$ cat src/rtl/hul_pkg.sv
// shared constants and types for the host uart link layer
package hul_pkg;

	// ****************************************
	// register map (byte addresses)
	// ****************************************
	localparam logic [7:0] A_SETUP = 8'h00;
	localparam logic [7:0] A_DADDR = 8'h04;
	localparam logic [7:0] A_HOLD  = 8'h08;
	localparam logic [7:0] A_FAULT = 8'h0C;
	localparam logic [7:0] A_TXD   = 8'h10;
	localparam logic [7:0] A_RXD   = 8'h14;
	localparam logic [7:0] A_STAT  = 8'h18;

	// device_setup_reg fields
	localparam int          SU_STANDALONE = 0;
	localparam int          SU_TWO_STOP   = 1;
	localparam int          SU_STACK      = 2;
	localparam int          SU_DEBUG      = 3;
	localparam int          SU_SLOW       = 4;
	localparam int          SU_TX_EN      = 5;
	localparam int          SU_W          = 6;
	localparam logic [5:0]  SU_RST        = 6'h20;

	localparam int          DADDR_W       = 6;
	localparam int          HOLD_W        = 8;
	localparam logic [7:0]  HOLD_RST      = 8'h01;

	// comm_fault_status fields
	localparam int          F_STOP        = 0;
	localparam int          F_CLEAR       = 1;

	// rx data and status fields
	localparam int          RXD_VALID     = 8;
	localparam int          RXD_SOF       = 9;
	localparam int          ST_TX_PEND    = 0;
	localparam int          ST_TX_BUSY    = 1;
	localparam int          ST_RX_VALID   = 2;
	localparam int          ST_UART_ON    = 3;

	// ****************************************
	// timing
	// ****************************************
	localparam int          CLK_NS        = 20;
	localparam int          BIT_NS_FAST   = 1000;
	localparam int          BIT_NS_SLOW   = 4000;
	localparam int          DIV_W         = 8;
	localparam logic [7:0]  BIT_FAST      = 8'(BIT_NS_FAST / CLK_NS);
	localparam logic [7:0]  BIT_SLOW      = 8'(BIT_NS_SLOW / CLK_NS);
	localparam int          DATA_BITS     = 8;
	localparam int          CLR_W         = 12;
	localparam logic [3:0]  CLEAR_BITS    = 4'hF;

	// ****************************************
	// state encodings
	// ****************************************
	typedef enum logic [2:0] {
		RX_IDLE  = 3'b000,
		RX_START = 3'b001,
		RX_DATA  = 3'b010,
		RX_STOP  = 3'b011,
		RX_WAIT  = 3'b100
	} hul_rx_e;

	typedef enum logic [2:0] {
		TX_IDLE  = 3'b000,
		TX_START = 3'b001,
		TX_DATA  = 3'b010,
		TX_STOP1 = 3'b011,
		TX_STOP2 = 3'b100
	} hul_tx_e;

endpackage : hul_pkg

$ cat src/rtl/hul_bit_timer.sv
// bit period timer: reloadable down counter giving one-cycle ticks
`timescale 1ns/10ps
module hul_bit_timer (
	input  wire logic       hclk,
	input  wire logic       hresetn,
	input  wire logic       restart,
	input  wire logic [7:0] load_val,
	input  wire logic [7:0] period,
	output logic            tick
);
	logic [7:0] cnt;

	always_ff @(posedge hclk or negedge hresetn) begin
		if (!hresetn) begin
			cnt <= 8'h00;
		end else if (restart) begin
			cnt <= load_val;
		end else if (cnt == 8'h00) begin
			cnt <= period - 8'h01;
		end else begin
			cnt <= cnt - 8'h01;
		end
	end

	assign tick = (cnt == 8'h00) && !restart;

endmodule : hul_bit_timer

$ cat src/rtl/hul_uart_link.sv
// host uart link layer with ahb-lite register slave
// What this block does
// (RL1) standalone bit set disables chain port; cleared means chain base or stack.
// (RL2) device address register holds six bits, sixty-four chain positions.
// (RL3) base talks to host over uart; stack uses only chain ports.
// (RL4) each byte is start bit, eight data bits, no parity, stop bit.
// (RL5) zero in received stop bit sets the stop error flag.
// (RL6) normal bit rate is one megabit per second.
// (RL7) 250 kbit/s rate only selectable in communication debug mode.
// (RL8) rx and tx rest high when no byte is sent.
// (RL9) transmitter off by default, tx pin inactive in stack devices; here setup resets with tx enable set, so the transmitter starts on.
// (RL10) tx pin held high internally whether transmitter enabled or not.
// (RL11) half duplex: incoming bytes ignored while transmitting.
// (RL12) line clear on rx honoured during transmit, aborts it at once.
// (RL13) two-stop option makes every response byte end in two stops.
// (RL14) receiver accepts bytes with one or more stop bits.
// (RL15) stack devices use two-stop setting to pick gap between frames.
// (RL16) transmit waits hold-off bit periods after last received bit.
// (RL17) frame content travels as whole bytes, one character each.
// (RL18) frame: init, device address, two-byte register, data, two-byte check.
// (RL19) after a line clear next byte marks start of a new frame.
// (RL20) line clear detection sets the line clear seen flag.
// (RL21) host waits for whole response or timeout before next command.
// (RL22) receiver finds start edge and samples each bit at centre.
//
// The register addresses and the AHB-Lite interface to the registers were decided locally.
`timescale 1ns/10ps
module hul_uart_link (
	input  wire logic        hclk,
	input  wire logic        hresetn,
	input  wire logic        hsel,
	input  wire logic [7:0]  haddr,
	input  wire logic [1:0]  htrans,
	input  wire logic        hwrite,
	input  wire logic [2:0]  hsize,
	input  wire logic [31:0] hwdata,
	input  wire logic        hready,
	output logic             hreadyout,
	output logic             hresp,
	output logic [31:0]      hrdata,
	input  wire logic        rx,
	output logic             tx,
	output logic             tx_oe,
	output logic             chain_port_enable,
	output logic             chain_gap_long
);
	// ****************************************
	// registers and status
	// ****************************************
	logic [hul_pkg::SU_W-1:0]    setup;
	logic [hul_pkg::DADDR_W-1:0] dev_addr;
	logic [hul_pkg::HOLD_W-1:0]  hold_off;
	logic                        stop_error_flag;
	logic                        line_clear_seen_flag;
	logic [7:0]                  tx_byte;
	logic                        tx_pend;
	logic [7:0]                  rx_byte;
	logic                        rx_valid;
	logic                        rx_sof;
	logic                        sof_pend;
	logic                        wr_q;
	logic [7:0]                  addr_q;
	logic                        rx_m;
	logic                        rx_s;
	logic                        rx_s_d;
	hul_pkg::hul_rx_e            rx_st;
	hul_pkg::hul_tx_e            tx_st;
	logic [2:0]                  rx_bit;
	logic [2:0]                  tx_bit;
	logic [7:0]                  rx_shift;
	logic [7:0]                  tx_shift;
	logic [hul_pkg::HOLD_W-1:0]  hold_cnt;
	logic [hul_pkg::CLR_W-1:0]   clr_cnt;
	logic [hul_pkg::CLR_W-1:0]   clr_limit;
	logic [7:0]                  bit_div;
	logic [7:0]                  half_div;
	logic                        rx_tick;
	logic                        tx_tick;
	logic                        rx_restart;
	logic                        tx_go;
	logic                        line_clear;
	logic                        rx_done;
	logic                        rx_good;
	logic                        tx_ok;
	logic                        uart_on;
	logic                        tx_busy;
	logic                        addr_ph;
	logic                        rd_ph;
	logic                        rd_rxd;

	assign addr_ph = hsel && htrans[1] && hready;
	assign rd_ph   = addr_ph && !hwrite;
	assign rd_rxd  = rd_ph && (haddr == hul_pkg::A_RXD);
	// slow rate is honoured only while debug mode is on
	assign bit_div = (setup[hul_pkg::SU_DEBUG] && setup[hul_pkg::SU_SLOW]) ?
		hul_pkg::BIT_SLOW : hul_pkg::BIT_FAST; // RL6 RL7
	assign half_div = (bit_div >> 1) - 8'h01;
	assign clr_limit = hul_pkg::CLR_W'(hul_pkg::CLEAR_BITS) * hul_pkg::CLR_W'(bit_div);
	// a stack device never uses the host uart
	assign uart_on = setup[hul_pkg::SU_STANDALONE] || !setup[hul_pkg::SU_STACK]; // RL3
	assign tx_ok   = uart_on && setup[hul_pkg::SU_TX_EN]; // RL9
	assign tx_busy = (tx_st != hul_pkg::TX_IDLE);

	// ****************************************
	// ahb-lite slave
	// ****************************************
	always_ff @(posedge hclk or negedge hresetn) begin
		if (!hresetn) begin
			wr_q   <= 1'b0;
			addr_q <= 8'h00;
		end else if (hready) begin
			wr_q   <= addr_ph && hwrite;
			addr_q <= haddr;
		end
	end

	always_ff @(posedge hclk or negedge hresetn) begin
		if (!hresetn) begin
			hreadyout <= 1'b1;
			hresp     <= 1'b0;
		end else begin
			hreadyout <= 1'b1;
			hresp     <= 1'b0;
		end
	end

	always_ff @(posedge hclk or negedge hresetn) begin
		if (!hresetn) begin
			hrdata <= 32'h0000_0000;
		end else if (rd_ph) begin
			case (haddr)
				hul_pkg::A_SETUP: hrdata <= 32'(setup);
				hul_pkg::A_DADDR: hrdata <= 32'(dev_addr);
				hul_pkg::A_HOLD:  hrdata <= 32'(hold_off);
				hul_pkg::A_FAULT: hrdata <= 32'({line_clear_seen_flag, stop_error_flag});
				hul_pkg::A_TXD:   hrdata <= 32'(tx_byte);
				hul_pkg::A_RXD:   hrdata <= 32'({rx_sof, rx_valid, rx_byte});
				hul_pkg::A_STAT:  hrdata <= 32'({uart_on, rx_valid, tx_busy, tx_pend});
				default:          hrdata <= 32'h0000_0000;
			endcase
		end
	end

	always_ff @(posedge hclk or negedge hresetn) begin
		if (!hresetn) begin
			setup    <= hul_pkg::SU_RST;
			dev_addr <= '0;
			hold_off <= hul_pkg::HOLD_RST;
		end else if (wr_q) begin
			case (addr_q)
				hul_pkg::A_SETUP: setup    <= hwdata[hul_pkg::SU_W-1:0]; // RL1
				hul_pkg::A_DADDR: dev_addr <= hwdata[hul_pkg::DADDR_W-1:0]; // RL2
				hul_pkg::A_HOLD:  hold_off <= hwdata[hul_pkg::HOLD_W-1:0];
				default: ;
			endcase
		end
	end

	always_ff @(posedge hclk or negedge hresetn) begin
		if (!hresetn) begin
			chain_port_enable <= 1'b1;
			chain_gap_long    <= 1'b0;
			tx_oe             <= 1'b0;
		end else begin
			chain_port_enable <= !setup[hul_pkg::SU_STANDALONE]; // RL1
			chain_gap_long    <= setup[hul_pkg::SU_TWO_STOP]; // RL15
			tx_oe             <= tx_ok; // RL9
		end
	end

	// write-one-to-clear; a new event in the same cycle wins
	always_ff @(posedge hclk or negedge hresetn) begin
		if (!hresetn) begin
			stop_error_flag      <= 1'b0;
			line_clear_seen_flag <= 1'b0;
		end else begin
			if (rx_done && !rx_good) begin
				stop_error_flag <= 1'b1; // RL5
			end else if (wr_q && addr_q == hul_pkg::A_FAULT && hwdata[hul_pkg::F_STOP]) begin
				stop_error_flag <= 1'b0;
			end
			if (line_clear) begin
				line_clear_seen_flag <= 1'b1; // RL20
			end else if (wr_q && addr_q == hul_pkg::A_FAULT && hwdata[hul_pkg::F_CLEAR]) begin
				line_clear_seen_flag <= 1'b0;
			end
		end
	end

	// ****************************************
	// receiver
	// ****************************************
	always_ff @(posedge hclk or negedge hresetn) begin
		if (!hresetn) begin
			rx_m   <= 1'b1;
			rx_s   <= 1'b1;
			rx_s_d <= 1'b1;
		end else begin
			rx_m   <= rx;
			rx_s   <= rx_m;
			rx_s_d <= rx_s;
		end
	end

	// line clear: rx low far longer than any byte, seen even while sending
	always_ff @(posedge hclk or negedge hresetn) begin
		if (!hresetn) begin
			clr_cnt <= '0;
		end else if (rx_s) begin
			clr_cnt <= '0;
		end else if (clr_cnt != clr_limit) begin
			clr_cnt <= clr_cnt + 1'b1;
		end
	end
	assign line_clear = !rx_s && (clr_cnt == clr_limit - 1'b1) && uart_on; // RL12

	// rx is ignored while a byte is going out
	assign rx_restart = (rx_st == hul_pkg::RX_IDLE) && rx_s_d && !rx_s && uart_on
		&& !tx_busy; // RL11 RL22
	assign rx_done = (rx_st == hul_pkg::RX_STOP) && rx_tick;
	assign rx_good = rx_s; // RL14

	hul_bit_timer u_rx_timer (
		.hclk     (hclk),
		.hresetn  (hresetn),
		.restart  (rx_restart),
		.load_val (half_div),
		.period   (bit_div),
		.tick     (rx_tick)
	);

	always_ff @(posedge hclk or negedge hresetn) begin
		if (!hresetn) begin
			rx_st    <= hul_pkg::RX_IDLE;
			rx_bit   <= 3'h0;
			rx_shift <= 8'h00;
		end else if (line_clear) begin
			rx_st <= hul_pkg::RX_WAIT;
		end else begin
			case (rx_st)
				hul_pkg::RX_IDLE: begin
					if (rx_restart) begin
						rx_st <= hul_pkg::RX_START;
					end
				end
				hul_pkg::RX_START: begin
					if (rx_tick) begin
						rx_bit <= 3'h0;
						rx_st  <= rx_s ? hul_pkg::RX_IDLE : hul_pkg::RX_DATA; // RL22
					end
				end
				hul_pkg::RX_DATA: begin
					if (rx_tick) begin
						rx_shift <= {rx_s, rx_shift[7:1]}; // RL4 RL17
						rx_bit   <= rx_bit + 3'h1;
						if (rx_bit == 3'(hul_pkg::DATA_BITS - 1)) begin
							rx_st <= hul_pkg::RX_STOP;
						end
					end
				end
				hul_pkg::RX_STOP: begin
					// a low stop bit: wait for idle so its tail is no false start
					if (rx_tick) begin
						rx_st <= rx_good ? hul_pkg::RX_IDLE : hul_pkg::RX_WAIT;
					end
				end
				hul_pkg::RX_WAIT: begin
					if (rx_s) begin
						rx_st <= hul_pkg::RX_IDLE;
					end
				end
				default: rx_st <= hul_pkg::RX_IDLE;
			endcase
		end
	end

	always_ff @(posedge hclk or negedge hresetn) begin
		if (!hresetn) begin
			rx_byte  <= 8'h00;
			rx_valid <= 1'b0;
			rx_sof   <= 1'b0;
			sof_pend <= 1'b1;
		end else begin
			if (line_clear) begin
				sof_pend <= 1'b1; // RL19
			end else if (rx_done && rx_good) begin
				sof_pend <= 1'b0;
			end
			if (rx_done && rx_good) begin
				rx_byte  <= rx_shift;
				rx_sof   <= sof_pend; // RL18 RL19
				rx_valid <= 1'b1;
			end else if (rd_rxd) begin
				rx_valid <= 1'b0;
			end
		end
	end

	// ****************************************
	// transmitter
	// ****************************************
	// the tx timer runs free while idle and paces the hold-off count
	assign tx_go = (tx_st == hul_pkg::TX_IDLE) && tx_pend && tx_ok && (hold_cnt == '0)
	// a start edge in the same cycle wins, so rx and tx never run together
		&& (rx_st == hul_pkg::RX_IDLE) && !rx_restart && !line_clear; // RL16 RL11

	hul_bit_timer u_tx_timer (
		.hclk     (hclk),
		.hresetn  (hresetn),
		.restart  (tx_go),
		.load_val (bit_div - 8'h01),
		.period   (bit_div),
		.tick     (tx_tick)
	);

	always_ff @(posedge hclk or negedge hresetn) begin
		if (!hresetn) begin
			hold_cnt <= '0;
		end else if (rx_done) begin
			hold_cnt <= hold_off; // RL16
		end else if (tx_tick && hold_cnt != '0 && !tx_busy) begin
			hold_cnt <= hold_cnt - 1'b1;
		end
	end

	always_ff @(posedge hclk or negedge hresetn) begin
		if (!hresetn) begin
			tx_pend <= 1'b0;
			tx_byte <= 8'h00;
		end else if (line_clear || tx_go) begin
			tx_pend <= 1'b0;
		end else if (wr_q && addr_q == hul_pkg::A_TXD && !tx_pend) begin
			tx_byte <= hwdata[7:0];
			tx_pend <= 1'b1;
		end
	end

	// tx idles high, and is held high when disabled
	always_ff @(posedge hclk or negedge hresetn) begin
		if (!hresetn) begin
			tx_st    <= hul_pkg::TX_IDLE;
			tx       <= 1'b1;
			tx_bit   <= 3'h0;
			tx_shift <= 8'h00;
		end else if (line_clear) begin
			tx_st <= hul_pkg::TX_IDLE; // RL12
			tx    <= 1'b1;
		end else begin
			case (tx_st)
				hul_pkg::TX_IDLE: begin
					tx <= 1'b1; // RL8 RL10
					if (tx_go) begin
						tx_shift <= tx_byte;
						tx       <= 1'b0; // RL4
						tx_st    <= hul_pkg::TX_START;
					end
				end
				hul_pkg::TX_START: begin
					if (tx_tick) begin
						tx       <= tx_shift[0]; // RL17
						tx_shift <= {1'b0, tx_shift[7:1]};
						tx_bit   <= 3'h0;
						tx_st    <= hul_pkg::TX_DATA;
					end
				end
				hul_pkg::TX_DATA: begin
					if (tx_tick) begin
						tx_bit <= tx_bit + 3'h1;
						if (tx_bit == 3'(hul_pkg::DATA_BITS - 1)) begin
							tx    <= 1'b1;
							tx_st <= hul_pkg::TX_STOP1;
						end else begin
							tx       <= tx_shift[0];
							tx_shift <= {1'b0, tx_shift[7:1]};
						end
					end
				end
				hul_pkg::TX_STOP1: begin
					if (tx_tick) begin
						tx_st <= setup[hul_pkg::SU_TWO_STOP] ?
							hul_pkg::TX_STOP2 : hul_pkg::TX_IDLE; // RL13
					end
				end
				hul_pkg::TX_STOP2: begin
					if (tx_tick) begin
						tx_st <= hul_pkg::TX_IDLE;
					end
				end
				default: tx_st <= hul_pkg::TX_IDLE;
			endcase
		end
	end
endmodule : hul_uart_link

$ cat config.mk
export PLATFORM = sky130hd
export DESIGN_NAME = hul_uart_link
export DESIGN_NICKNAME = d
export VERILOG_FILES = /design/src/rtl/hul_pkg.sv /design/src/rtl/hul_bit_timer.sv /design/src/rtl/hul_uart_link.sv
export SDC_FILE = /design/constraint.sdc
export NUM_CORES = 1
export LEC_CHECK = 0
export BUFFER_PORTS_ARGS = -buffer_cell sky130_fd_sc_hd__buf_2
export CORE_AREA = 3 3 113 115
export CTS_BUF_LIST = sky130_fd_sc_hd__clkbuf_4
export DETAILED_ROUTE_END_ITERATION = 16
export DIE_AREA = 0 0 116 118
export GPL_ROUTABILITY_DRIVEN = 0
export PLACE_DENSITY = 0.83
export SYNTH_ARGS = -nofsm -noshare
export SYNTH_HDL_FRONTEND = slang
export SYNTH_SLANG_ARGS = --single-unit
export TNS_END_PERCENT = 30
$ cat constraint.sdc
create_clock -name hclk -period 2.63 [get_ports hclk]
set_input_delay 0.526 -clock hclk [delete_from_list [all_inputs] [get_ports hclk]]
set_output_delay 0.526 -clock hclk [all_outputs]
set_load 0.05 [all_outputs]
# Word level (Yosys, flattened, before mapping)
# Index checks and enable logic that the tools add are counted.
# Widths: inputs -> output; s select.
[totals]
n_memories = 0
latchBits = 0
ff_bits = 154
out_inout_bits = 38
in_bits = 51
romBits = 0
ramBits = 0
[classes]
multipliers = 1
muxes = 55
eq_ne = 40
bitwise_logic = 2
reduce_logical = 73
div_mod_pow = 0
n_addsub = 9
order_cmp = 0
shifts = 0
[op_table]
columns = ["op", "count"]
rows = [
  ["$mux 8", 11],
  ["$pmux 10 s7", 1],
  ["$mux 3", 19],
  ["$logic_not 8->1", 5],
  ["$ne 3x3->1 const B", 11],
  ["$eq 8x4->1 const B", 4],
  ["$eq 8x5->1 const B", 4],
  ["$sub 8x1->8 const B", 4],
  ["$logic_and 1x1->1", 31],
  ["$pmux 3 s5", 2],
  ["$mux 12", 2],
  ["$pmux 8 s3", 1],
  ["$reduce_and 6->1", 3],
  ["$reduce_bool 2->1", 9],
  ["$eq 8x3->1 const B", 2],
  ["$mux 1", 15],
  ["$add 12x1->12 const B", 1],
  ["$eq 12x12->1", 1],
  ["$eq 3x2->1 const B", 4],
  ["$eq 3x3->1 const B", 4],
  ["$mul 4x8->12 const A", 1],
  ["$ne 12x12->1", 1],
  ["$ne 2x2->1 const B", 6],
  ["$pmux 3 s2", 2],
  ["17 further kinds", 36],
]

# Longest topological paths before layout
[logic_depth]
depth_word = 15
ltp_mapped = 8
mapped_depth_nobuf = 7

# Hierarchy
# From an unflattened synthesis, not the netlist that was laid out.
[hier_totals]
cells_unflattened = 631
hier_area_um2 = 6962.9
[modules_own_cells]
columns = ["mod", "seq_area_each_um2", "n_inst", "area_each_um2", "cells_each"]
rows = [
  ["hul_uart_link", 2912.8, 1, 5744.3, 495],
  ["hul_bit_timer", 200.2, 2, 609.3, 68],
]

# Least setup slack after synthesis
# No wires, ideal clock.
[synth_path]
path_kind = "flip-flop to flip-flop"
from = "reg hold_cnt[0] (netlist name)"
to = "reg tx_shift[0]"
stages_incl_launch_ff = 9
setup_slack_ns = 0.494
n_path_buf = 1
period_less_slack_ns = 2.136
t_arrival_ns = 2.011
path_cell_list = "dfrtp_1 > inv_1 > ha_1 > nor3b_1 > and4_4 > a21oi_2 > a2111o_1 > buf_6 > mux2_4"
[synth_between]
elab_chain_len = 9
elab_cells_between_ends = 11
cone_classes = "eq/ne: 3; reduce/logical: 8"
[synth_rtl]
columns = ["item", "line_no", "source"]
rows = [
  ["from (decl)", "hul_uart_link.sv:72", "logic [hul_pkg::HOLD_W-1:0] hold_cnt;"],
  ["from (signal assigned)", "hul_uart_link.sv:320", "hold_cnt <= hold_off;"],
  ["from (signal assigned)", "hul_uart_link.sv:322", "hold_cnt <= hold_cnt - 1'b1;"],
  ["$logic_not 8->1 *", "hul_uart_link.sv:303", "assign tx_go = (tx_st == hul_pkg::TX_IDLE) && tx_pend && tx_ok && (hold_cnt == '0)"],
  ["$logic_and 1x1->1 *", "hul_uart_link.sv:303", ""],
  ["$logic_and 1x1->1 * (3 in series)", "hul_uart_link.sv:305", "&& (rx_st == hul_pkg::RX_IDLE) && !rx_restart && !line_clear;"],
  ["$logic_not 1->1", "hul_bit_timer.sv:25", "assign tick = (cnt == 8'h00) && !restart;"],
  ["$logic_and 1x1->1", "hul_bit_timer.sv:25", ""],
  ["$ne 2x2->1 (no source line)", "--", ""],
  ["$reduce_and 6->1 (no source line) *", "--", ""],
  ["to (signal assigned)", "hul_uart_link.sv:353", "tx_shift <= tx_byte;"],
  ["to (signal assigned)", "hul_uart_link.sv:361", "tx_shift <= {1'b0, tx_shift[7:1]};"],
  ["to (signal assigned)", "hul_uart_link.sv:374", "tx_shift <= {1'b0, tx_shift[7:1]};"],
  ["to (decl)", "hul_uart_link.sv:71", "logic [7:0] tx_shift;"],
]
# Mark *: on every way between the ends. The rest lies on a longest branch, timed or not.
# A chain may end at the register's enable or synchronous reset.

# Worst setup path in the final report
[layout_path]
from = "reg clr_cnt[8] (netlist name)"
to = "reg u_tx_timer.cnt[1]"
[layout_between]
elab_chain_len = 6
[layout_rtl]
columns = ["item", "line_no", "source"]
rows = [
  ["from (decl)", "hul_uart_link.sv:73", "logic [hul_pkg::CLR_W-1:0] clr_cnt;"],
  ["from (signal assigned)", "hul_uart_link.sv:212", "clr_cnt <= clr_cnt + 1'b1;"],
  ["$eq 12x12->1", "hul_uart_link.sv:215", "assign line_clear = !rx_s && (clr_cnt == clr_limit - 1'b1) && uart_on;"],
  ["$logic_and 1x1->1 (2 in series)", "hul_uart_link.sv:215", ""],
  ["$logic_not 1->1", "hul_uart_link.sv:305", ""],
  ["$logic_and 1x1->1", "hul_uart_link.sv:305", ""],
  ["$mux 8", "hul_bit_timer.sv:16", "end else if (restart) begin"],
  ["to (signal assigned)", "hul_bit_timer.sv:17", "cnt <= load_val;"],
  ["to (signal assigned)", "hul_bit_timer.sv:19", "cnt <= period - 8'h01;"],
  ["to (signal assigned)", "hul_bit_timer.sv:21", "cnt <= cnt - 8'h01;"],
  ["to (decl)", "hul_bit_timer.sv:11", "logic [7:0] cnt;"],
]
# No other way between the ends.

==> results.md <==
- Crit-path cells: nor4b_1 > mux2i_1 > nor4_4 > buf_4 > o21a_1 > mux2i_1
- Seq cells post-synth: roughly 130
- Vias post-DR: ~4,700
- Most common cell after layout, fill and taps aside: dfrtp_1
- # hold bufs at CTS: 0
- RSZ-0062 raised after global routing: false
- Post-synthesis mux area share: 0.165
- Status: finished, final reports clean
- Slowest CP cell: nor4_4
- Root Buffer: clkbuf_4
- TritonCTS clock tree: yes
- PortBufs: 36
- Max_cap viols: 0
- Max incr delay on CP: around 0.49 ns
- First-pass GRT wire length: around 23,000 um
- Critical Path RT: around 3.1 ns
- Clock Latency Late Sink: 0.57 ns
- Core Area: between 0.01 and 0.015 mm2
- HP Class: input port to asynchronous set/reset pin
- Post-Syn Area per Cell: about 12 um2
- Tightest Pin Transition: just over 0.7 ns
- Share of synthesized registers carrying an async set or reset: 1.00
- Register area share after synthesis: 0.485
- Most frequent cell on the critical path: mux2i_1
- Critical path endpoint category: flip-flop
- Fillers: between 900 and 1,000
- Fin Clk Skew: 0.0205 ns
- Vias per inst: between 5 and 6
- Mapped Area: roughly 0.0068 mm2
- Clk sink count: ~130
- Full die area: roughly 0.014 mm2
- Synth Warn #: 0
- Critical-path maximum fanout: 8
- Post-route DRC violation count: 0
- Pwr dens: around 680 mW/mm2
- Simple-Gate Fraction of Synth Area: 0.154
- Synth unique cells: 72
- Die X: roughly 120 um
- Max-slew headroom: 0.527
- # rows: 40
- FF+latch area: between 0.003 and 0.004 mm2
- Initial antenna violation count: 0
- Post-synthesis cell count: about 590
- Area grow syn2layout: 8.83%
- VDD IR-drop max: between 0.4 and 0.5 mV
- Crit Path Category: flip-flop to flip-flop
- Post-synth EDFFs: 0
- Post-CTS setup buffers: 0
- WL/cell: between 15 and 20 um
- Post-cts sizing count: 0
- Die Ht: ~120 um
- Final Hold Fails: 0
- Synth Area in Adders: 0.0216
- Dpl hpwl: around 10,000 um
- Min Hold Slack: between 0.003 and 0.004 ns
- Drt initial violations: approximately 350
- Post-synthesis xor/xnor area fraction: 0.0321
- ANT nets after route: 0
- Final core occ: 0.624
- Period minus WS final: between 2 and 2.5 ns
- Ratio of cells with drive above 1 in the final layout: 0.294
- Final setup fails: 0
- Commonest cells after routing, fill and taps aside: 124 x dfrtp_1, 48 x mux2_2, 38 x nand2_1
- Crit path launch type: flip-flop
- ANT cells: 0
- Final #Nets: 691
- Effective utilization at floorplan: 0.573
- Clock-pin slew on the worst setup and hold paths: between 0.1 and 0.15 ns
- DR pass1 iterations: 5
- DRT Wirelength: roughly 14,000 um
- Main combinational cell family by area after synthesis: multiplexers
- H-tree depth: 4
- All-Layer GR Usage: 0.217
- Area of the multi-input gates: ~0.0032 mm2
- Final period util: 0.923
- Complex-gate fraction of the synthesized area: 0.0850
- Largest net degree at the start of global routing: 55
- Setup_tns: 0 ns
- CTS buffer count: 17
- Max Clock Freq: a little over 400 MHz
- Clock buffer depth: 2
- LEAKAGE: about 3.5 nW
- Top FF cell, synth: dfrtp_1
- Slew Limit Fails: 0
- Remaining global-route overflow: 0
- Io pins: 89
- Vias in the first global route: approximately 4,800
- Critical path arrival: 2.92 ns
## worst paths after layout
| kind | start | endpoint | slack [ns] | cells past startpoint |
|---|---|---|---|---|
| max | clr_cnt[8] | u_tx_timer.cnt[1] | 0.20 | 6 |
| min | hresetn | hold_cnt[6] | 0.003 | 1 |
| max reg2reg | clr_cnt[8] | u_tx_timer.cnt[1] | 0.20 | 6 |
| min reg2reg | rx_m | rx_good | 0.37 | 0 |
| max in group asynchronous | hresetn | hold_off[0] | 1.85 | 2 |
| min in group hclk | rx | rx_m | 0.06 | 1 |
## synth_stat cells (3+ instances only)
library cell / instances / share of area
nand3b_1: 5 / 0.0055
nand3_1: 9 / 0.0066
mux2_4: 24 / 0.053
a211oi_1: 3 / 0.0033
dfrtp_1: 124 / 0.45
nand4_1: 9 / 0.0082
nor2_1: 34 / 0.019
or3_1: 5 / 0.0046
o21a_1: 4 / 0.0044
a2bb2oi_1: 4 / 0.0051
mux2i_1: 16 / 0.023
buf_4: 27 / 0.030
xnor2_1: 11 / 0.014
and2_1: 3 / 0.0027
buf_6: 3 / 0.0049
nand2b_1: 7 / 0.0064
xor2_1: 14 / 0.018
buf_2: 8 / 0.0059
and3_1: 7 / 0.0064
nor3b_1: 3 / 0.0033
a221oi_1: 3 / 0.0038
a21o_1: 3 / 0.0033
inv_1: 15 / 0.0082
mux4_2: 3 / 0.0099
nand2_1: 38 / 0.021
a21oi_1: 13 / 0.0095
ha_1: 11 / 0.020
a22o_1: 4 / 0.0051
nand4b_1: 5 / 0.0064
nor2b_1: 5 / 0.0046
nor3_1: 18 / 0.013
o21ai_0: 25 / 0.018
clkbuf_1: 13 / 0.0071
mux2_2: 48 / 0.079
dfstp_2: 8 / 0.031
nor4_4: 4 / 0.012
## stage by stage
stage / power [mW] / setup slack (ns) / area, um2 / instances
final: 5.06 / 0.203 / 7430 / 789
after global placement: 3.45 / 0.304 / 7100 / 757
after detailed placement: 3.53 / 0.241 / 7100 / 757
after floorplan: 3.29 / 0.494 / 6910 / 608
after CTS: 5.08 / 0.193 / 7430 / 789
after global routing: 5.31 / 0.00269 / 7430 / 789
## cells by family after synthesis
| family | Yosys count |
|---|---|
| and+or+nand+nor | 176 |
| DFF | 132 |
| muxes | 91 |
| AOI/OAI and AO/OA | 82 |
| buffers and inverters | 66 |
| xor gates and xnor gates | 25 |
| adders and majority gates | 12 |
| other | 2 |
## metal layers
layer | global-route usage | up-vias | share of wire
li1 | - | 2154 | -
met1 | 0.293 | 2363 | 0.44
met2 | 0.349 | 126 | 0.50
met3 | 0.0442 | 29 | 0.040
met4 | 0.0732 | 0 | 0.022
met5 | 0 | - | 0
## registers in the layout, indices dropped and copies added (netlist names), 8 cells and up
signal	count
addr_q	8
clr_cnt	12
hold_cnt	8
hold_off	8
hrdata	10
rx_byte	8
rx_shift	8
tx_byte	8
tx_shift	8
u_rx_timer.cnt	8
u_tx_timer.cnt	8
## worst max-delay path: cells and delay by family (launching register included)
| kind | cells | cell delay [ns] |
|---|---|---|
| AND/OR/NAND/NOR | 2 | 0.81 |
| multiplexers | 2 | 0.47 |
| flip-flops | 1 | 0.45 |
| AO/OA/AOI/OAI | 1 | 0.38 |
| buffers and inverters | 1 | 0.24 |
## power by group
| part | internal, mW | leakage, nW | total [mW] | switching (mW) |
|---|---|---|---|---|
| sequential | 2.26 | 1.73 | 2.55 | 0.289 |
| combinational | 0.415 | 1.63 | 0.953 | 0.538 |
| clock | 0.762 | 0.173 | 1.56 | 0.799 |
| total | 3.44 | 3.53 | 5.06 | 1.63 |
## layout make-up
class                      count  share of cell area
multi-input combinational    410               0.434
tap                          147              0.0248
timing repair buffer          53              0.0434
inverter                      15             0.00758
clock buffer                  17              0.0172
sequential                   132               0.446
clock inverter                15              0.0273
(Power assumes the default switching activity.)
